File: config.mk
export PLATFORM = sky130hd
export DESIGN_NAME = region_protection_unit
export DESIGN_NICKNAME = d
export VERILOG_FILES = /design/src/core/prot_pkg.sv /design/src/core/permission_check.sv /design/src/core/region_match.sv /design/src/core/region_protection_unit.sv
export SDC_FILE = /design/constraint.sdc
export NUM_CORES = 1
export LEC_CHECK = 0
export ABC_CLOCK_PERIOD_IN_PS = 20300
export BUFFER_PORTS_ARGS = -buffer_cell sky130_fd_sc_hd__clkbuf_2
export CORE_ASPECT_RATIO = 0.5
export CORE_MARGIN = 2
export CORE_UTILIZATION = 52
export DETAILED_ROUTE_END_ITERATION = 7
export PLACE_DENSITY = 0.7
export SLEW_MARGIN = 20
export SYNTH_ARGS = -nofsm -noshare
export SYNTH_HDL_FRONTEND = slang
export SYNTH_SLANG_ARGS = --single-unit
File: constraint.sdc
create_clock -name mclk -period 20.3 [get_ports mclk]
set_input_delay 2.03 -clock mclk [delete_from_list [all_inputs] [get_ports mclk]]
set_output_delay 2.03 -clock mclk [all_outputs]
set_load 0.02 [all_outputs]
File: src/core/prot_pkg.sv
// Shared constants, encodings and helpers of the region protection unit
package prot_pkg;

  // ==========================================================
  // Geometry
  localparam int NUM_REGIONS = 8;
  localparam int IDX_W = 3;
  localparam int ADDR_W = 32;
  localparam int SIZE_W = 5;
  localparam int AP_W = 3;
  localparam int SEL_W = 4;

  // ==========================================================
  // Configuration selectors
  localparam logic [SEL_W-1:0] SEL_CONTROL = 4'h8;

  // ==========================================================
  // Operation codes of an access
  localparam logic [1:0] OP_READ = 2'h0;
  localparam logic [1:0] OP_WRITE = 2'h1;
  localparam logic [1:0] OP_EXEC = 2'h2;

  // ==========================================================
  // Permission encodings, privileged level / user level
  localparam logic [AP_W-1:0] AP_NONE = 3'h0;
  localparam logic [AP_W-1:0] AP_PRIV_RW = 3'h1;
  localparam logic [AP_W-1:0] AP_PRIV_RW_USER_RO = 3'h2;
  localparam logic [AP_W-1:0] AP_FULL = 3'h3;
  localparam logic [AP_W-1:0] AP_PRIV_RO = 3'h5;
  localparam logic [AP_W-1:0] AP_RO = 3'h6;

  // ==========================================================
  // Reset values: protection on, regions off, privileged default access open
  localparam logic RST_GLOBAL_EN = 1'b1;
  localparam logic RST_DEFAULT_PRIV = 1'b1;
  localparam logic RST_REGION_EN = 1'b0;
  localparam logic [ADDR_W-1:0] RST_BASE = 32'h0000_0000;
  localparam logic [SIZE_W-1:0] RST_SIZE = 5'h00;
  localparam logic [AP_W-1:0] RST_AP = AP_NONE;

  // ==========================================================
  // Address bits that take part in a region compare.
  // A region spans 2^(size+1) bytes; size 31 covers the whole space.
  function automatic logic [ADDR_W-1:0] region_mask(input logic [SIZE_W-1:0] size);
    logic [ADDR_W:0] span;
    span = 33'h0_0000_0001 << (6'(size) + 6'h01);
    region_mask = ~(span[ADDR_W-1:0] - 32'h0000_0001);
  endfunction : region_mask

endpackage : prot_pkg

File: src/core/permission_check.sv
// Permission matrix of one region: operation and level against the encoding
module permission_check (
  // Deciding region encoding
  input wire logic [prot_pkg::AP_W-1:0] ap,
  // Access attributes
  input wire logic priv,
  input wire logic is_write,
  // Verdict
  output logic allowed
);

  always_comb
  begin
    allowed = 1'b0;
    case (ap)
      prot_pkg::AP_NONE: allowed = 1'b0;
      prot_pkg::AP_PRIV_RW: allowed = priv;
      prot_pkg::AP_PRIV_RW_USER_RO: allowed = priv || !is_write;
      prot_pkg::AP_FULL: allowed = 1'b1;
      prot_pkg::AP_PRIV_RO: allowed = priv && !is_write;
      prot_pkg::AP_RO: allowed = !is_write;
      // Unused encodings behave as no access
      default: allowed = 1'b0;
    endcase
  end

endmodule : permission_check

File: src/core/region_match.sv
// Address compare of one protection region
module region_match (
  // Region attributes
  input wire logic enable,
  input wire logic [prot_pkg::ADDR_W-1:0] base,
  input wire logic [prot_pkg::SIZE_W-1:0] size,
  // Access address and result
  input wire logic [prot_pkg::ADDR_W-1:0] addr,
  output logic hit
);

  logic [prot_pkg::ADDR_W-1:0] mask;

  assign mask = prot_pkg::region_mask(size);
  // Low base bits inside the span are ignored, so a misaligned base rounds down
  assign hit = enable && ((addr & mask) == (base & mask));

endmodule : region_match

File: src/core/region_protection_unit.sv
// Top of the region protection unit: attributes, priority pick and verdict
module region_protection_unit (
  // Clock and reset
  input wire logic mclk,
  input wire logic rst,
  // Processor access
  input wire logic acc_valid,
  input wire logic [prot_pkg::ADDR_W-1:0] acc_addr,
  input wire logic [1:0] acc_op,
  input wire logic acc_priv,
  // Access verdict
  output logic acc_grant,
  output logic memory_manage_fault,
  output logic fault_mismatch,
  output logic [prot_pkg::ADDR_W-1:0] fault_addr,
  output logic [1:0] fault_op,
  // Attribute write
  input wire logic cfg_wr,
  input wire logic cfg_priv,
  input wire logic [prot_pkg::SEL_W-1:0] cfg_sel,
  input wire logic cfg_enable,
  input wire logic [prot_pkg::ADDR_W-1:0] cfg_base,
  input wire logic [prot_pkg::SIZE_W-1:0] cfg_size,
  input wire logic [prot_pkg::AP_W-1:0] cfg_ap,
  input wire logic cfg_default_priv,
  output logic cfg_refused,
  // Attribute readback
  input wire logic [prot_pkg::SEL_W-1:0] rd_sel,
  output logic rd_enable,
  output logic [prot_pkg::ADDR_W-1:0] rd_base,
  output logic [prot_pkg::SIZE_W-1:0] rd_size,
  output logic [prot_pkg::AP_W-1:0] rd_ap,
  output logic rd_default_priv
);

  // ==========================================================
  // Attribute storage
  logic global_en;
  logic default_priv;
  logic region_en [prot_pkg::NUM_REGIONS];
  logic [prot_pkg::ADDR_W-1:0] region_base [prot_pkg::NUM_REGIONS];
  logic [prot_pkg::SIZE_W-1:0] region_size [prot_pkg::NUM_REGIONS];
  logic [prot_pkg::AP_W-1:0] region_ap [prot_pkg::NUM_REGIONS];

  logic write_ok;
  logic sel_region;
  logic sel_control;
  logic [prot_pkg::IDX_W-1:0] wr_idx;

  assign sel_region = (cfg_sel < prot_pkg::SEL_CONTROL);
  assign sel_control = (cfg_sel == prot_pkg::SEL_CONTROL);
  assign wr_idx = cfg_sel[prot_pkg::IDX_W-1:0];
  // User level writes are dropped whole, never partially applied
  assign write_ok = cfg_wr && cfg_priv;

  always_ff @(posedge mclk or posedge rst)
  begin
    if (rst)
    begin
      global_en <= prot_pkg::RST_GLOBAL_EN;
      default_priv <= prot_pkg::RST_DEFAULT_PRIV;
    end
    else if (write_ok && sel_control)
    begin
      global_en <= cfg_enable;
      default_priv <= cfg_default_priv;
    end
  end

  always_ff @(posedge mclk or posedge rst)
  begin
    if (rst)
    begin
      for (int i = 0; i < prot_pkg::NUM_REGIONS; i++)
      begin
        region_en[i] <= prot_pkg::RST_REGION_EN;
        region_base[i] <= prot_pkg::RST_BASE;
        region_size[i] <= prot_pkg::RST_SIZE;
        region_ap[i] <= prot_pkg::RST_AP;
      end
    end
    else if (write_ok && sel_region)
    begin
      region_en[wr_idx] <= cfg_enable;
      region_base[wr_idx] <= cfg_base;
      region_size[wr_idx] <= cfg_size;
      region_ap[wr_idx] <= cfg_ap;
    end
  end

  // Unmapped selector or user level attempt is reported for one cycle
  always_ff @(posedge mclk or posedge rst)
  begin
    if (rst)
    begin
      cfg_refused <= 1'b0;
    end
    else
    begin
      cfg_refused <= cfg_wr && !(cfg_priv && (sel_region || sel_control));
    end
  end

  // ==========================================================
  // Readback, one cycle behind rd_sel
  always_ff @(posedge mclk or posedge rst)
  begin
    if (rst)
    begin
      rd_enable <= 1'b0;
      rd_base <= 32'h0000_0000;
      rd_size <= 5'h00;
      rd_ap <= 3'h0;
      rd_default_priv <= 1'b0;
    end
    else
    begin
      rd_default_priv <= default_priv;
      if (rd_sel < prot_pkg::SEL_CONTROL)
      begin
        rd_enable <= region_en[rd_sel[prot_pkg::IDX_W-1:0]];
        rd_base <= region_base[rd_sel[prot_pkg::IDX_W-1:0]];
        rd_size <= region_size[rd_sel[prot_pkg::IDX_W-1:0]];
        rd_ap <= region_ap[rd_sel[prot_pkg::IDX_W-1:0]];
      end
      else if (rd_sel == prot_pkg::SEL_CONTROL)
      begin
        rd_enable <= global_en;
        rd_base <= 32'h0000_0000;
        rd_size <= 5'h00;
        rd_ap <= 3'h0;
      end
      else
      begin
        rd_enable <= 1'b0;
        rd_base <= 32'h0000_0000;
        rd_size <= 5'h00;
        rd_ap <= 3'h0;
      end
    end
  end

  // ==========================================================
  // Region compare and priority pick
  logic [prot_pkg::NUM_REGIONS-1:0] match_vec;
  logic hit;
  logic [prot_pkg::IDX_W-1:0] win_idx;

  for (genvar g = 0; g < prot_pkg::NUM_REGIONS; g++)
  begin : g_region
    region_match u_match (
      .enable(region_en[g]),
      .base(region_base[g]),
      .size(region_size[g]),
      .addr(acc_addr),
      .hit(match_vec[g])
    );
  end

  // Ascending scan: the last hit found is the highest index
  always_comb
  begin
    hit = 1'b0;
    win_idx = 3'h0;
    for (int i = 0; i < prot_pkg::NUM_REGIONS; i++)
    begin
      if (match_vec[i])
      begin
        hit = 1'b1;
        win_idx = i[prot_pkg::IDX_W-1:0];
      end
    end
  end

  // ==========================================================
  // Permission verdict
  logic is_write;
  logic region_ok;
  logic default_ok;
  logic next_allowed;
  logic [prot_pkg::AP_W-1:0] win_ap;

  // Execute is judged as a read of the instruction word
  assign is_write = (acc_op == prot_pkg::OP_WRITE);
  assign win_ap = region_ap[win_idx];

  permission_check u_perm (
    .ap(win_ap),
    .priv(acc_priv),
    .is_write(is_write),
    .allowed(region_ok)
  );

  assign default_ok = acc_priv && default_priv;

  always_comb
  begin
    if (!global_en)
    begin
      next_allowed = 1'b1;
    end
    else if (hit)
    begin
      next_allowed = region_ok;
    end
    else
    begin
      next_allowed = default_ok;
    end
  end

  // ==========================================================
  // Verdict registers; the core commits only on acc_grant
  always_ff @(posedge mclk or posedge rst)
  begin
    if (rst)
    begin
      acc_grant <= 1'b0;
      memory_manage_fault <= 1'b0;
    end
    else
    begin
      acc_grant <= acc_valid && next_allowed;
      memory_manage_fault <= acc_valid && !next_allowed;
    end
  end

  // Fault details hold until the next fault
  always_ff @(posedge mclk or posedge rst)
  begin
    if (rst)
    begin
      fault_mismatch <= 1'b0;
      fault_addr <= 32'h0000_0000;
      fault_op <= 2'h0;
    end
    else if (acc_valid && !next_allowed)
    begin
      fault_mismatch <= !hit;
      fault_addr <= acc_addr;
      fault_op <= acc_op;
    end
  end

  // ==========================================================
  // Checks
  a_verdict_once: assert property (@(posedge mclk) disable iff (rst)
    acc_valid |=> (acc_grant != memory_manage_fault))
    else $error("Access got no verdict or two");

  a_quiet_idle: assert property (@(posedge mclk) disable iff (rst)
    !acc_valid |=> !acc_grant && !memory_manage_fault)
    else $error("Verdict without access");

  a_disabled_no_fault: assert property (@(posedge mclk) disable iff (rst)
    acc_valid && !global_en |=> acc_grant && !memory_manage_fault)
    else $error("Fault while protection disabled");

  a_highest_region: assert property (@(posedge mclk) disable iff (rst)
    hit |-> match_vec[win_idx] && ((match_vec >> win_idx) == 8'h01))
    else $error("Lower region chosen over higher match");

  a_none_faults: assert property (@(posedge mclk) disable iff (rst)
    acc_valid && global_en && hit && win_ap == prot_pkg::AP_NONE
    |=> memory_manage_fault && !fault_mismatch)
    else $error("No-access region let access pass");

  a_readonly_write: assert property (@(posedge mclk) disable iff (rst)
    acc_valid && global_en && hit && win_ap == prot_pkg::AP_RO && acc_op == prot_pkg::OP_WRITE
    |=> memory_manage_fault && fault_op == prot_pkg::OP_WRITE)
    else $error("Write to read-only region passed");

  a_user_ro_read: assert property (@(posedge mclk) disable iff (rst)
    acc_valid && global_en && hit && win_ap == prot_pkg::AP_PRIV_RW_USER_RO && !is_write
    |=> acc_grant)
    else $error("User read of user read-only region refused");

  a_default_user: assert property (@(posedge mclk) disable iff (rst)
    acc_valid && global_en && !hit && !acc_priv
    |=> memory_manage_fault && fault_mismatch)
    else $error("User access outside regions not faulted");

  a_default_priv: assert property (@(posedge mclk) disable iff (rst)
    acc_valid && global_en && !hit && acc_priv
    |=> acc_grant == $past(default_priv))
    else $error("Default region bit not honoured");

  a_user_cfg_dropped: assert property (@(posedge mclk) disable iff (rst)
    cfg_wr && !cfg_priv
    |=> $stable(global_en) && $stable(default_priv) && $stable(region_ap[0]) && cfg_refused)
    else $error("User level altered attributes");

  a_priv_cfg_applied: assert property (@(posedge mclk) disable iff (rst)
    cfg_wr && cfg_priv && cfg_sel == prot_pkg::SEL_CONTROL && rd_sel == prot_pkg::SEL_CONTROL
    ##1 rd_sel == prot_pkg::SEL_CONTROL |=> rd_enable == $past(cfg_enable, 2))
    else $error("Privileged write not visible on readback");

  a_fault_kept: assert property (@(posedge mclk) disable iff (rst)
    !(acc_valid && !next_allowed)
    |=> $stable(fault_mismatch) && $stable(fault_addr) && $stable(fault_op))
    else $error("Fault details changed without a fault");

  a_fault_addr: assert property (@(posedge mclk) disable iff (rst)
    acc_valid && !next_allowed |=> fault_addr == $past(acc_addr) && fault_op == $past(acc_op))
    else $error("Fault details do not name the denied access");

  a_priv_only: assert property (@(posedge mclk) disable iff (rst)
    acc_valid && global_en && hit && win_ap == prot_pkg::AP_PRIV_RW && !acc_priv
    |=> memory_manage_fault && !fault_mismatch)
    else $error("User access to privileged region passed");

  a_full_access: assert property (@(posedge mclk) disable iff (rst)
    acc_valid && global_en && hit && win_ap == prot_pkg::AP_FULL
    |=> acc_grant)
    else $error("Full access region refused an access");

  a_user_ro_write: assert property (@(posedge mclk) disable iff (rst)
    acc_valid && global_en && hit && win_ap == prot_pkg::AP_PRIV_RW_USER_RO && !acc_priv && is_write
    |=> memory_manage_fault)
    else $error("User write to user read-only region passed");

  a_priv_ro: assert property (@(posedge mclk) disable iff (rst)
    acc_valid && global_en && hit && win_ap == prot_pkg::AP_PRIV_RO && (is_write || !acc_priv)
    |=> memory_manage_fault)
    else $error("Privileged read-only region let a write or user access pass");

endmodule : region_protection_unit

==> results, run 1 <==
- For the final database, setup skew stands at around 0.036 ns.
- The worst register-to-register path ends at fault_addr[17].
- In this run the clock root is driven by a sky130_fd_sc_hd__clkbuf_16.
- The netlist area before placement is roughly 28000 um2.
- The number of synthesized flops with an enable pin is 0.
- Setup repair after global routing left no endpoint under its margin.
- The worst path in the final design needs a cycle of approximately 8.4 ns, including I/O delays and setup.
- Power comes to between 0.003 and 0.004 W.
- In this run, CTS created clock tree buffers numbering 40.
- The net total in the final layout is ~2900.
- The flow ran to the end, and the final reports show no timing, DRC or antenna violations.
- For the pin with the worst max-slew slack, the measured transition is approximately 1.1 ns.
- TritonCTS built the clock tree.
- The type of the tightest min-delay check is register to register.
- Measured on the finished design, the core utilization comes to between 50 and 60%.
- The largest total area in the synthesized netlist belongs to sky130_fd_sc_hd__dfrtp_1.
- For this design, the CTS-stage hold fixing added 0 buffers.
- The clock latency on the worst-skew pair is between 0.5 and 0.6 ns.
- The final-report hold violation count is 0.
- The setup fix buffers added after clock tree synthesis is 0.
- Cells with a size suffix above 1 make up a little over a quarter of the layout.
- Summed over all nets, the half-perimeter wirelength after detailed placement is roughly 81000 um.
- The number of global-route vias before repair was around 23000.
- At the end of routability-driven placement, the weighted congestion stood at between 1 and 1.5.
- The multi-input combinational cells in the finished layout cover a total of about 17000 um2.
- The worst min-delay path startpoint is default_priv.
- Measured along the y axis, the die boundary spans 169 um.
- The worst max-slew margin expressed relative to the limit is approximately 25%.
- CTS built an H-tree with a depth of 2.
- Along the worst path, the maximum fanout reaches 35.
- The initial antenna violation count is 9.
- The total grt overflow is 0.
- The power per unit of standard cell area is between 100 and 150 nW/um2.
- The worst path uses between 40% and 50% of the clock period.
- At the worst endpoint, the required time is about 21 ns.
- Dividing the detail-routed wire length by the instance count gives ~31 um.
- The layout has 4569 filler cells.
- The worst hold path terminates at rd_default_priv.
- During I/O placement, the number of pins put on the boundary was 170.
- The post-route DRC violation count is 0.
- The number of placement rows is 60.
- Clock-pin slew was measured on the worst setup and hold paths at approximately 0.07 ns.
- Max-cap violations in this run came to 0.
- The number of iterations in the first detailed-routing pass is 6.
- The first global-routing pass estimated ~160000 um of wire.
- The detail route stage leaves a number of antenna-violating nets equal to 0.
- Averaged over all synthesized cells, the footprint is 10.3 um2.
- The final wirelength is 111000 um.
- The via count is about 24000.
- In the final timing run, aggregate negative setup slack is 0 ns.
- Entering global routing, the biggest net connects between 150 and 200 pins.
- The number of pins with negative max-slew slack in the final report is 0.
- Setup violations remaining at the end of the flow were counted as 0.
- For this configuration, the core starts out at a cell density of a little over half.
- Across every metal layer, demand over resource in global routing totals between 30% and 40%.
- The via count normalized by instance count is roughly 6.9.
- The worst path arrival time is about 8.8 ns.
- The area of the die is approximately 56000 um2.
- The proportion of synthesized chip area in sequential cells is between 30% and 40%.
- In the final layout, flip-flops and latches occupy just over 10000 um2.
- The number of clock sinks is 410.
- The sort of element at the start of the critical path is a register.
- The instance count along the most critical hold path is 0.
- Measured along the x axis, the die boundary spans around 330 um.
- The count of instances resized after the clock tree is built is 0.
- The class of the most critical setup path is register to register.
- In the post-synthesis netlist, the biggest area contributors are sky130_fd_sc_hd__dfrtp_1 (36%), sky130_fd_sc_hd__mux2_2 (13%), sky130_fd_sc_hd__mux4_2 (6.5%).
- The most instantiated flip-flop cell in the synthesis netlist is sky130_fd_sc_hd__dfrtp_1.
- The unique cell type count in the Yosys netlist is approximately 110.
- The worst reg2reg path depth is 20.
- The area share of the leading cell type in the synthesized netlist is between 30% and 40%.
- The peak supply drop is 55.4 uV.
- After synthesis the netlist holds a flip-flop and latch count of between 400 and 500.
- The category of the worst setup path capture point is a register.
- The number of warnings printed during yosys synthesis is 0.
- The maximum clock frequency is 119 MHz.
- The area growth from synthesis to layout is 9.22%.
- The leakage power summed over all cells is 13.0 nW.
- The launch point of the worst reg-to-reg path is region_size[10].
- The cell count after synthesis came out at approximately 2700.
- The count of routing violations after the opening detailed-route iteration is ~3100.
- The deepest clock path buffer count is 3.
- Counting flops with an async set or reset pin after synthesis yields a share of 100%.
- During placement, the flow inserted port buffers numbering 169.
- The total area inside the core boundary comes to approximately 54000 um2.
- The slack of the worst reg-to-reg path is between 10 and 15 ns.
[placed cells by master, fill, tap and decap left out, types with 47 or more instances in the layout]
cell type / netlist / routed
sky130_fd_sc_hd__dfrtp_1: 408 / 408
sky130_fd_sc_hd__nand3_1: 47 / 47
sky130_fd_sc_hd__a21oi_1: 112 / 112
sky130_fd_sc_hd__nor2_1: 164 / 163
sky130_fd_sc_hd__xnor2_1: 164 / 163
sky130_fd_sc_hd__clkbuf_2: 0 / 167
sky130_fd_sc_hd__mux4_2: 82 / 82
sky130_fd_sc_hd__xor2_1: 140 / 140
sky130_fd_sc_hd__nor3_1: 49 / 49
sky130_fd_sc_hd__o21ai_0: 116 / 116
sky130_fd_sc_hd__mux2i_1: 73 / 73
sky130_fd_sc_hd__mux2_2: 330 / 330
sky130_fd_sc_hd__nand2_1: 161 / 160
[flip-flops by register name, indices dropped and copies added, names as in the netlist, 3 cells and up]
| signal | count |
|---|---|
| region_en | 8 |
| rd_ap | 3 |
| region_base | 256 |
| rd_size | 5 |
| fault_addr | 32 |
| region_ap | 24 |
| region_size | 40 |
| rd_base | 32 |
[synth_stat cells, types with 39 or more instances]
cell type,n
sky130_fd_sc_hd__dfrtp_1,408
sky130_fd_sc_hd__mux2_2,330
sky130_fd_sc_hd__clkbuf_1,173
sky130_fd_sc_hd__nor2_1,164
sky130_fd_sc_hd__xnor2_1,164
sky130_fd_sc_hd__nand2_1,161
sky130_fd_sc_hd__xor2_1,140
sky130_fd_sc_hd__o21ai_0,116
sky130_fd_sc_hd__a21oi_1,112
sky130_fd_sc_hd__mux4_2,82
sky130_fd_sc_hd__mux2i_1,73
sky130_fd_sc_hd__nor3_1,49
sky130_fd_sc_hd__nand3_1,47
sky130_fd_sc_hd__inv_1,39
[report_power, final]
group	internal, W	switching [W]
sequential	0.000978	0.000198
combinational	0.000570	0.000936
clock	0.000472	0.000353
total	0.00202	0.00149
[per-layer routing]
| layer | track usage (%) | part of all wire (%) | routed length [um] | vias up |
|---|---|---|---|---|
| met5 | 0 | 0.031 | 34 | - |
| met4 | 8.85 | 2.5 | 2760 | 4 |
| met3 | 17.7 | 16 | 17300 | 187 |
| met2 | 53.9 | 41 | 45000 | 1462 |
| met1 | 55.3 | 41 | 45700 | 12332 |
| li1 | - | - | - | 10212 |
[worst max-delay path: stages, from the launching register on]
cell	delay (ns)
sky130_fd_sc_hd__dfrtp_1	0.36
sky130_fd_sc_hd__buf_4	0.25
sky130_fd_sc_hd__nand2_1	0.41
sky130_fd_sc_hd__inv_1	0.13
sky130_fd_sc_hd__ha_1	0.74
sky130_fd_sc_hd__or3b_1	0.54
sky130_fd_sc_hd__a221oi_2	0.76
sky130_fd_sc_hd__o21ai_1	0.22
sky130_fd_sc_hd__a221oi_1	0.33
sky130_fd_sc_hd__o221ai_1	0.23
sky130_fd_sc_hd__nor4_2	1.01
sky130_fd_sc_hd__a41oi_1	0.39
sky130_fd_sc_hd__buf_4	0.25
sky130_fd_sc_hd__a211oi_2	0.52
sky130_fd_sc_hd__mux2i_1	0.36
sky130_fd_sc_hd__nand2_1	0.09
sky130_fd_sc_hd__a221o_1	0.31
sky130_fd_sc_hd__and4b_1	0.22
sky130_fd_sc_hd__o22ai_4	0.12
sky130_fd_sc_hd__buf_4	0.53
sky130_fd_sc_hd__mux2_1	0.39
[area by class of cell]
type | count | share of cell area [%]
multi-input cells | 2073 | 55.0
flip-flops and latches | 410 | 33.3
repair buffers | 207 | 3.72
clock buffers | 55 | 3.56
well taps | 713 | 2.89
clock inverters | 15 | 0.965
inverters | 41 | 0.523
diodes | 5 | 0.0406
[cell families after synthesis]
group | after synthesis | synth area share [%]
buf+inv | 269 | 3.80
compound gates | 553 | 13.6
flops | 410 | 36.3
xor+xnor | 304 | 9.43
mux | 520 | 23.7
simple gates | 672 | 12.3
other cells | 1 | 0.0133
fa+ha+maj | 20 | 0.850
[through the flow]
stage | hold slack [ns] | setup WS [ns] | instances | instance area (um2)
2_1_floorplan | 0.400 | 6.87 | 2752 | 28300
3_3_place_gp | 0.419 | 12.08 | 3444 | 29400
3_5_place_dp | 0.418 | 12.26 | 3444 | 29400
4_1_cts | 0.428 | 12.24 | 3514 | 30800
5_1_grt | 0.431 | 11.67 | 3514 | 30800
6_report | 0.430 | 11.92 | 3519 | 30900
[worst max path at each step]
stage / cells after the start / endpoint / startpoint
CTS: 20 / fault_addr[17] / region_size[10]
finish: 20 / fault_addr[17] / region_size[10]
floorplan: 1 / acc_grant / rst
detailed placement: 20 / fault_addr[29] / region_size[10]
global route: 20 / fault_addr[17] / region_size[10]
global placement: 20 / fault_addr[27] / region_size[10]
Note: power is estimated with default switching activity, not from simulation.
==> run 2: changes to the inputs <==
--- a/config.mk
+++ b/config.mk
@@ -5,13 +5,13 @@
 export SDC_FILE = /design/constraint.sdc
 export NUM_CORES = 1
 export LEC_CHECK = 0
-export ABC_CLOCK_PERIOD_IN_PS = 20300
+export ABC_CLOCK_PERIOD_IN_PS = 7000
 export BUFFER_PORTS_ARGS = -buffer_cell sky130_fd_sc_hd__clkbuf_2
 export CORE_ASPECT_RATIO = 0.5
 export CORE_MARGIN = 2
 export CORE_UTILIZATION = 52
 export DETAILED_ROUTE_END_ITERATION = 7
-export PLACE_DENSITY = 0.7
+export PLACE_DENSITY = 0.73
 export SLEW_MARGIN = 20
 export SYNTH_ARGS = -nofsm -noshare
 export SYNTH_HDL_FRONTEND = slang
==> constraint.sdc (replaced) <==
create_clock -name mclk -period 7 [get_ports mclk]
set_input_delay 0.7 -clock mclk [delete_from_list [all_inputs] [get_ports mclk]]
set_output_delay 0.7 -clock mclk [all_outputs]
set_load 0.02 [all_outputs]
==> run 2 against run 1 <==
  * Combinational power increased to 2.9 times the previous value
  * Critical path type unchanged
  * Non-clock buffer count increased by 31
  * Wire length decreased by 3.1%
  * Critical endpoint unchanged
  * Largest cell class unchanged
==> results, run 2 (synthesis gave the netlist of run 1 again) <==
- Leaving out fill and tap cells, the most frequent cells in the layout are sky130_fd_sc_hd__dfrtp_1 (408), sky130_fd_sc_hd__mux2_2 (330), sky130_fd_sc_hd__clkbuf_2 (167), sky130_fd_sc_hd__nor2_1 (163), sky130_fd_sc_hd__xnor2_1 (162).
- The pin count of the biggest net entering global routing is 181 (+15%).
- The sequential cell area is 10300 um2 (unchanged).
- The count of input and output buffers is 169 (unchanged).
- Relative to the synthesized area, the layout overhead comes to 9.71%.
- The maximum clock frequency is 153 MHz (+29%).
- The worst path arrival time is 6.95 ns (-1.87 ns).
- The share of the clock period used by the worst path after layout is 93.1% (+52 points).
- The via count is 24464 (+1.1%).
- The die extent in x came to 334 um (unchanged).
- The final-report hold violation count is 0 (unchanged).
- The data required time of the critical path is 7.44 ns (-13.29 ns).
- The deepest clock path buffer count is 3 (unchanged).
- The total negative slack is 0 ns (unchanged).
- The setup fix buffers added after clock tree synthesis is 0 (unchanged).
- The number of placement rows is 60 (unchanged).
- The via count normalized by instance count was 6.89 (+0.16%).
- The clock transition at the registers of the reported paths came to 0.07 ns (about the same).
- The area of the die is 56300 um2 (unchanged).
- The final period demand of the worst path is 6.52 ns (-1.87 ns).
- The maximum level of the CTS H-tree is 2 (unchanged).
- The worst max-slew margin expressed relative to the limit is 17.9% (-7.5 points).
- The library cell used as clock root buffer is sky130_fd_sc_hd__clkbuf_16.
- The least setup slack across all paths after layout was 0.484 ns (-11.43 ns).
- The run finished with clean final reports.
- Setup repair after global routing left no endpoint under its margin.
- The combined global-route utilization of all metal layers is 37.7% (-1.2 points).
- The worst reg2reg path depth came to 22 (+10%).
- The sort of element at the start of the critical path is a register.
- The number of max-capacitance violations reported is 0 (unchanged).
- The highest net fanout along the worst path is 35 (unchanged).
- The peak supply drop was 149 uV (+170%).
- The number of buffers created by CTS is 40 (unchanged).
- The actual slew at the worst max-slew pin is 1.22 ns (+0.113 ns).
- The slack of the worst reg-to-reg path is 0.48 ns (-11.43 ns).
- The number of pins with negative max-slew slack in the final report is 0 (unchanged).
- The proportion of layout cells with a drive suffix above 1 came to 27.6% (+0.85 points).
- The fill cell total of the finished layout came to 4409 (-3.5%).
- The most frequent standard cell in the layout excluding fill and tap cells is sky130_fd_sc_hd__dfrtp_1.
- The largest registers in the layout are region_base (256), region_size (40).
- The multi-input gate area in the final layout came to 17000 um2 (about the same).
- The count of non-filler cells in the finished layout came to 3552 (+0.94%).
- The leakage power summed over all cells is 13.1 nW (+0.73%).
- The number of flip-flops in the largest register came to 256 (unchanged).
- The initial antenna violation count came to 17 (+8).
- The routability-driven placement congestion ratio is 1.06 (+0.58%).
- The placed wire-length estimate is 78700 um (-3.2%).
- The number of global-route vias before repair is 22816 (+0.65%).
- The category of the worst setup path capture point is a register.
- The per-cell routed wire length was 30.2 um (-4.0%).
- The worst-case hold slack is 0.193 ns (-0.237 ns).
- The effective utilization at floorplan is 52.6% (unchanged).
- The type of the tightest min-delay check is primary input to asynchronous set/reset pin.
- The clock latency on the worst-skew pair is 0.57 ns (about the same).
- The first-pass GRT wire length is 157000 um (-2.3%).
- The worst register-to-register path begins at region_size[12].
- The power per unit of standard cell area is 321 nW/um2 (+180%).
- The post-route DRC violation count is 0 (unchanged).
- The final wirelength is 107000 um (-3.1%).
- The worst setup skew after layout is 0.0162 ns (-0.0202 ns).
- The placed instance count is 3475 (+0.90%).
- The number of iterations in the first detailed-routing pass is 7 (+1).
- The register containing the most flip-flops in the final layout is region_base.
- The overall die height was 169 um (unchanged).
- The number of clock sinks was 410 (unchanged).
- The worst setup path is of the register to register kind.
- The number of top-level pins came to 170 (unchanged).
- The number of buffers added to fix hold violations after cts came to 0 (unchanged).
- In this run the critical register-to-register path is captured at fault_addr[17].
- The TritonCTS clock tree is built.
- The count of instances resized after the clock tree is built was 0 (unchanged).
- The count of routing violations after the opening detailed-route iteration was 4258 (+39%).
- The net total in the final layout is 2910 (+1.1%).
- The number of nets with antenna violations after detailed routing is 0 (unchanged).
- The final number of setup-violating endpoints is 0 (unchanged).
- The worst setup timing slack at the placement stage is 0.606 ns (-11.65 ns).
- The total grt overflow is 0 (unchanged).
- The area of the core is 53700 um2 (unchanged).
## run 2: worst max-delay path, stage by stage (launching register included)
cell and delay (ns):
sky130_fd_sc_hd__dfrtp_1 0.88, sky130_fd_sc_hd__inv_1 0.15, sky130_fd_sc_hd__ha_1 0.36, sky130_fd_sc_hd__nor3b_1 0.18
sky130_fd_sc_hd__nand2_1 0.10, sky130_fd_sc_hd__ha_1 0.21, sky130_fd_sc_hd__inv_1 0.09, sky130_fd_sc_hd__a221oi_2 0.38
sky130_fd_sc_hd__o21ai_1 0.19, sky130_fd_sc_hd__a221oi_1 0.34, sky130_fd_sc_hd__o221ai_1 0.18, sky130_fd_sc_hd__nor4_2 0.43
sky130_fd_sc_hd__nand4_1 0.30, sky130_fd_sc_hd__o21a_1 0.36, sky130_fd_sc_hd__o21bai_4 0.42, sky130_fd_sc_hd__mux2i_1 0.13
sky130_fd_sc_hd__mux2i_1 0.21, sky130_fd_sc_hd__nand2_1 0.08, sky130_fd_sc_hd__a221o_1 0.30, sky130_fd_sc_hd__and4b_1 0.22
sky130_fd_sc_hd__o22ai_4 0.15, sky130_fd_sc_hd__buf_12 0.28, sky130_fd_sc_hd__mux2_1 0.37
## run 2: worst max path at each step
stage                         start        endpoint  slack (ns)  cells past startpoint
floorplan                       rst       acc_grant        0.78                      1
global placement    region_size[12]  fault_addr[26]        0.77                     21
detailed placement  region_size[12]  fault_addr[23]        0.61                     21
CTS                 region_size[12]  fault_addr[17]        0.58                     21
global route        region_size[12]  fault_addr[17]        0.22                     22
finish              region_size[12]  fault_addr[17]        0.48                     22
## run 2: final cells by class
type / instances / area share (%)
repair buffers: 238 / 4.54
multi-input cells: 2073 / 54.8
flip-flops and latches: 410 / 33.1
clock buffers: 57 / 3.60
inverters: 41 / 0.509
well taps: 713 / 2.88
diodes: 5 / 0.0404
clock inverters: 15 / 0.553
## run 2: routing by layer
metal	wire length, um	part of all wire, %	vias up	global-route usage (%)
met5	134	0.12	-	0
met1	43200	40	12270	53.6
met4	3940	3.7	14	12.1
met2	43900	41	1648	52.6
met3	16200	15	262	14.5
li1	-	-	10270	-
## run 2: report_power, final
group	internal (W)	leakage, nW	switching (W)	total, W
clock network	0.00120	0.614	0.00102	0.00222
logic	0.00170	7.30	0.00273	0.00443
registers	0.00284	5.20	0.000459	0.00330
total	0.00573	13.1	0.00421	0.00994
## run 2: through the flow
stage	instance area, um2	util [%]	total power, W
global placement	29700	55.3	0.00751
finish	31000	57.7	0.00994
global route	31000	57.7	0.0103
floorplan	28300	-	0.00611
detailed placement	29700	55.3	0.00755
CTS	31000	57.7	0.00976
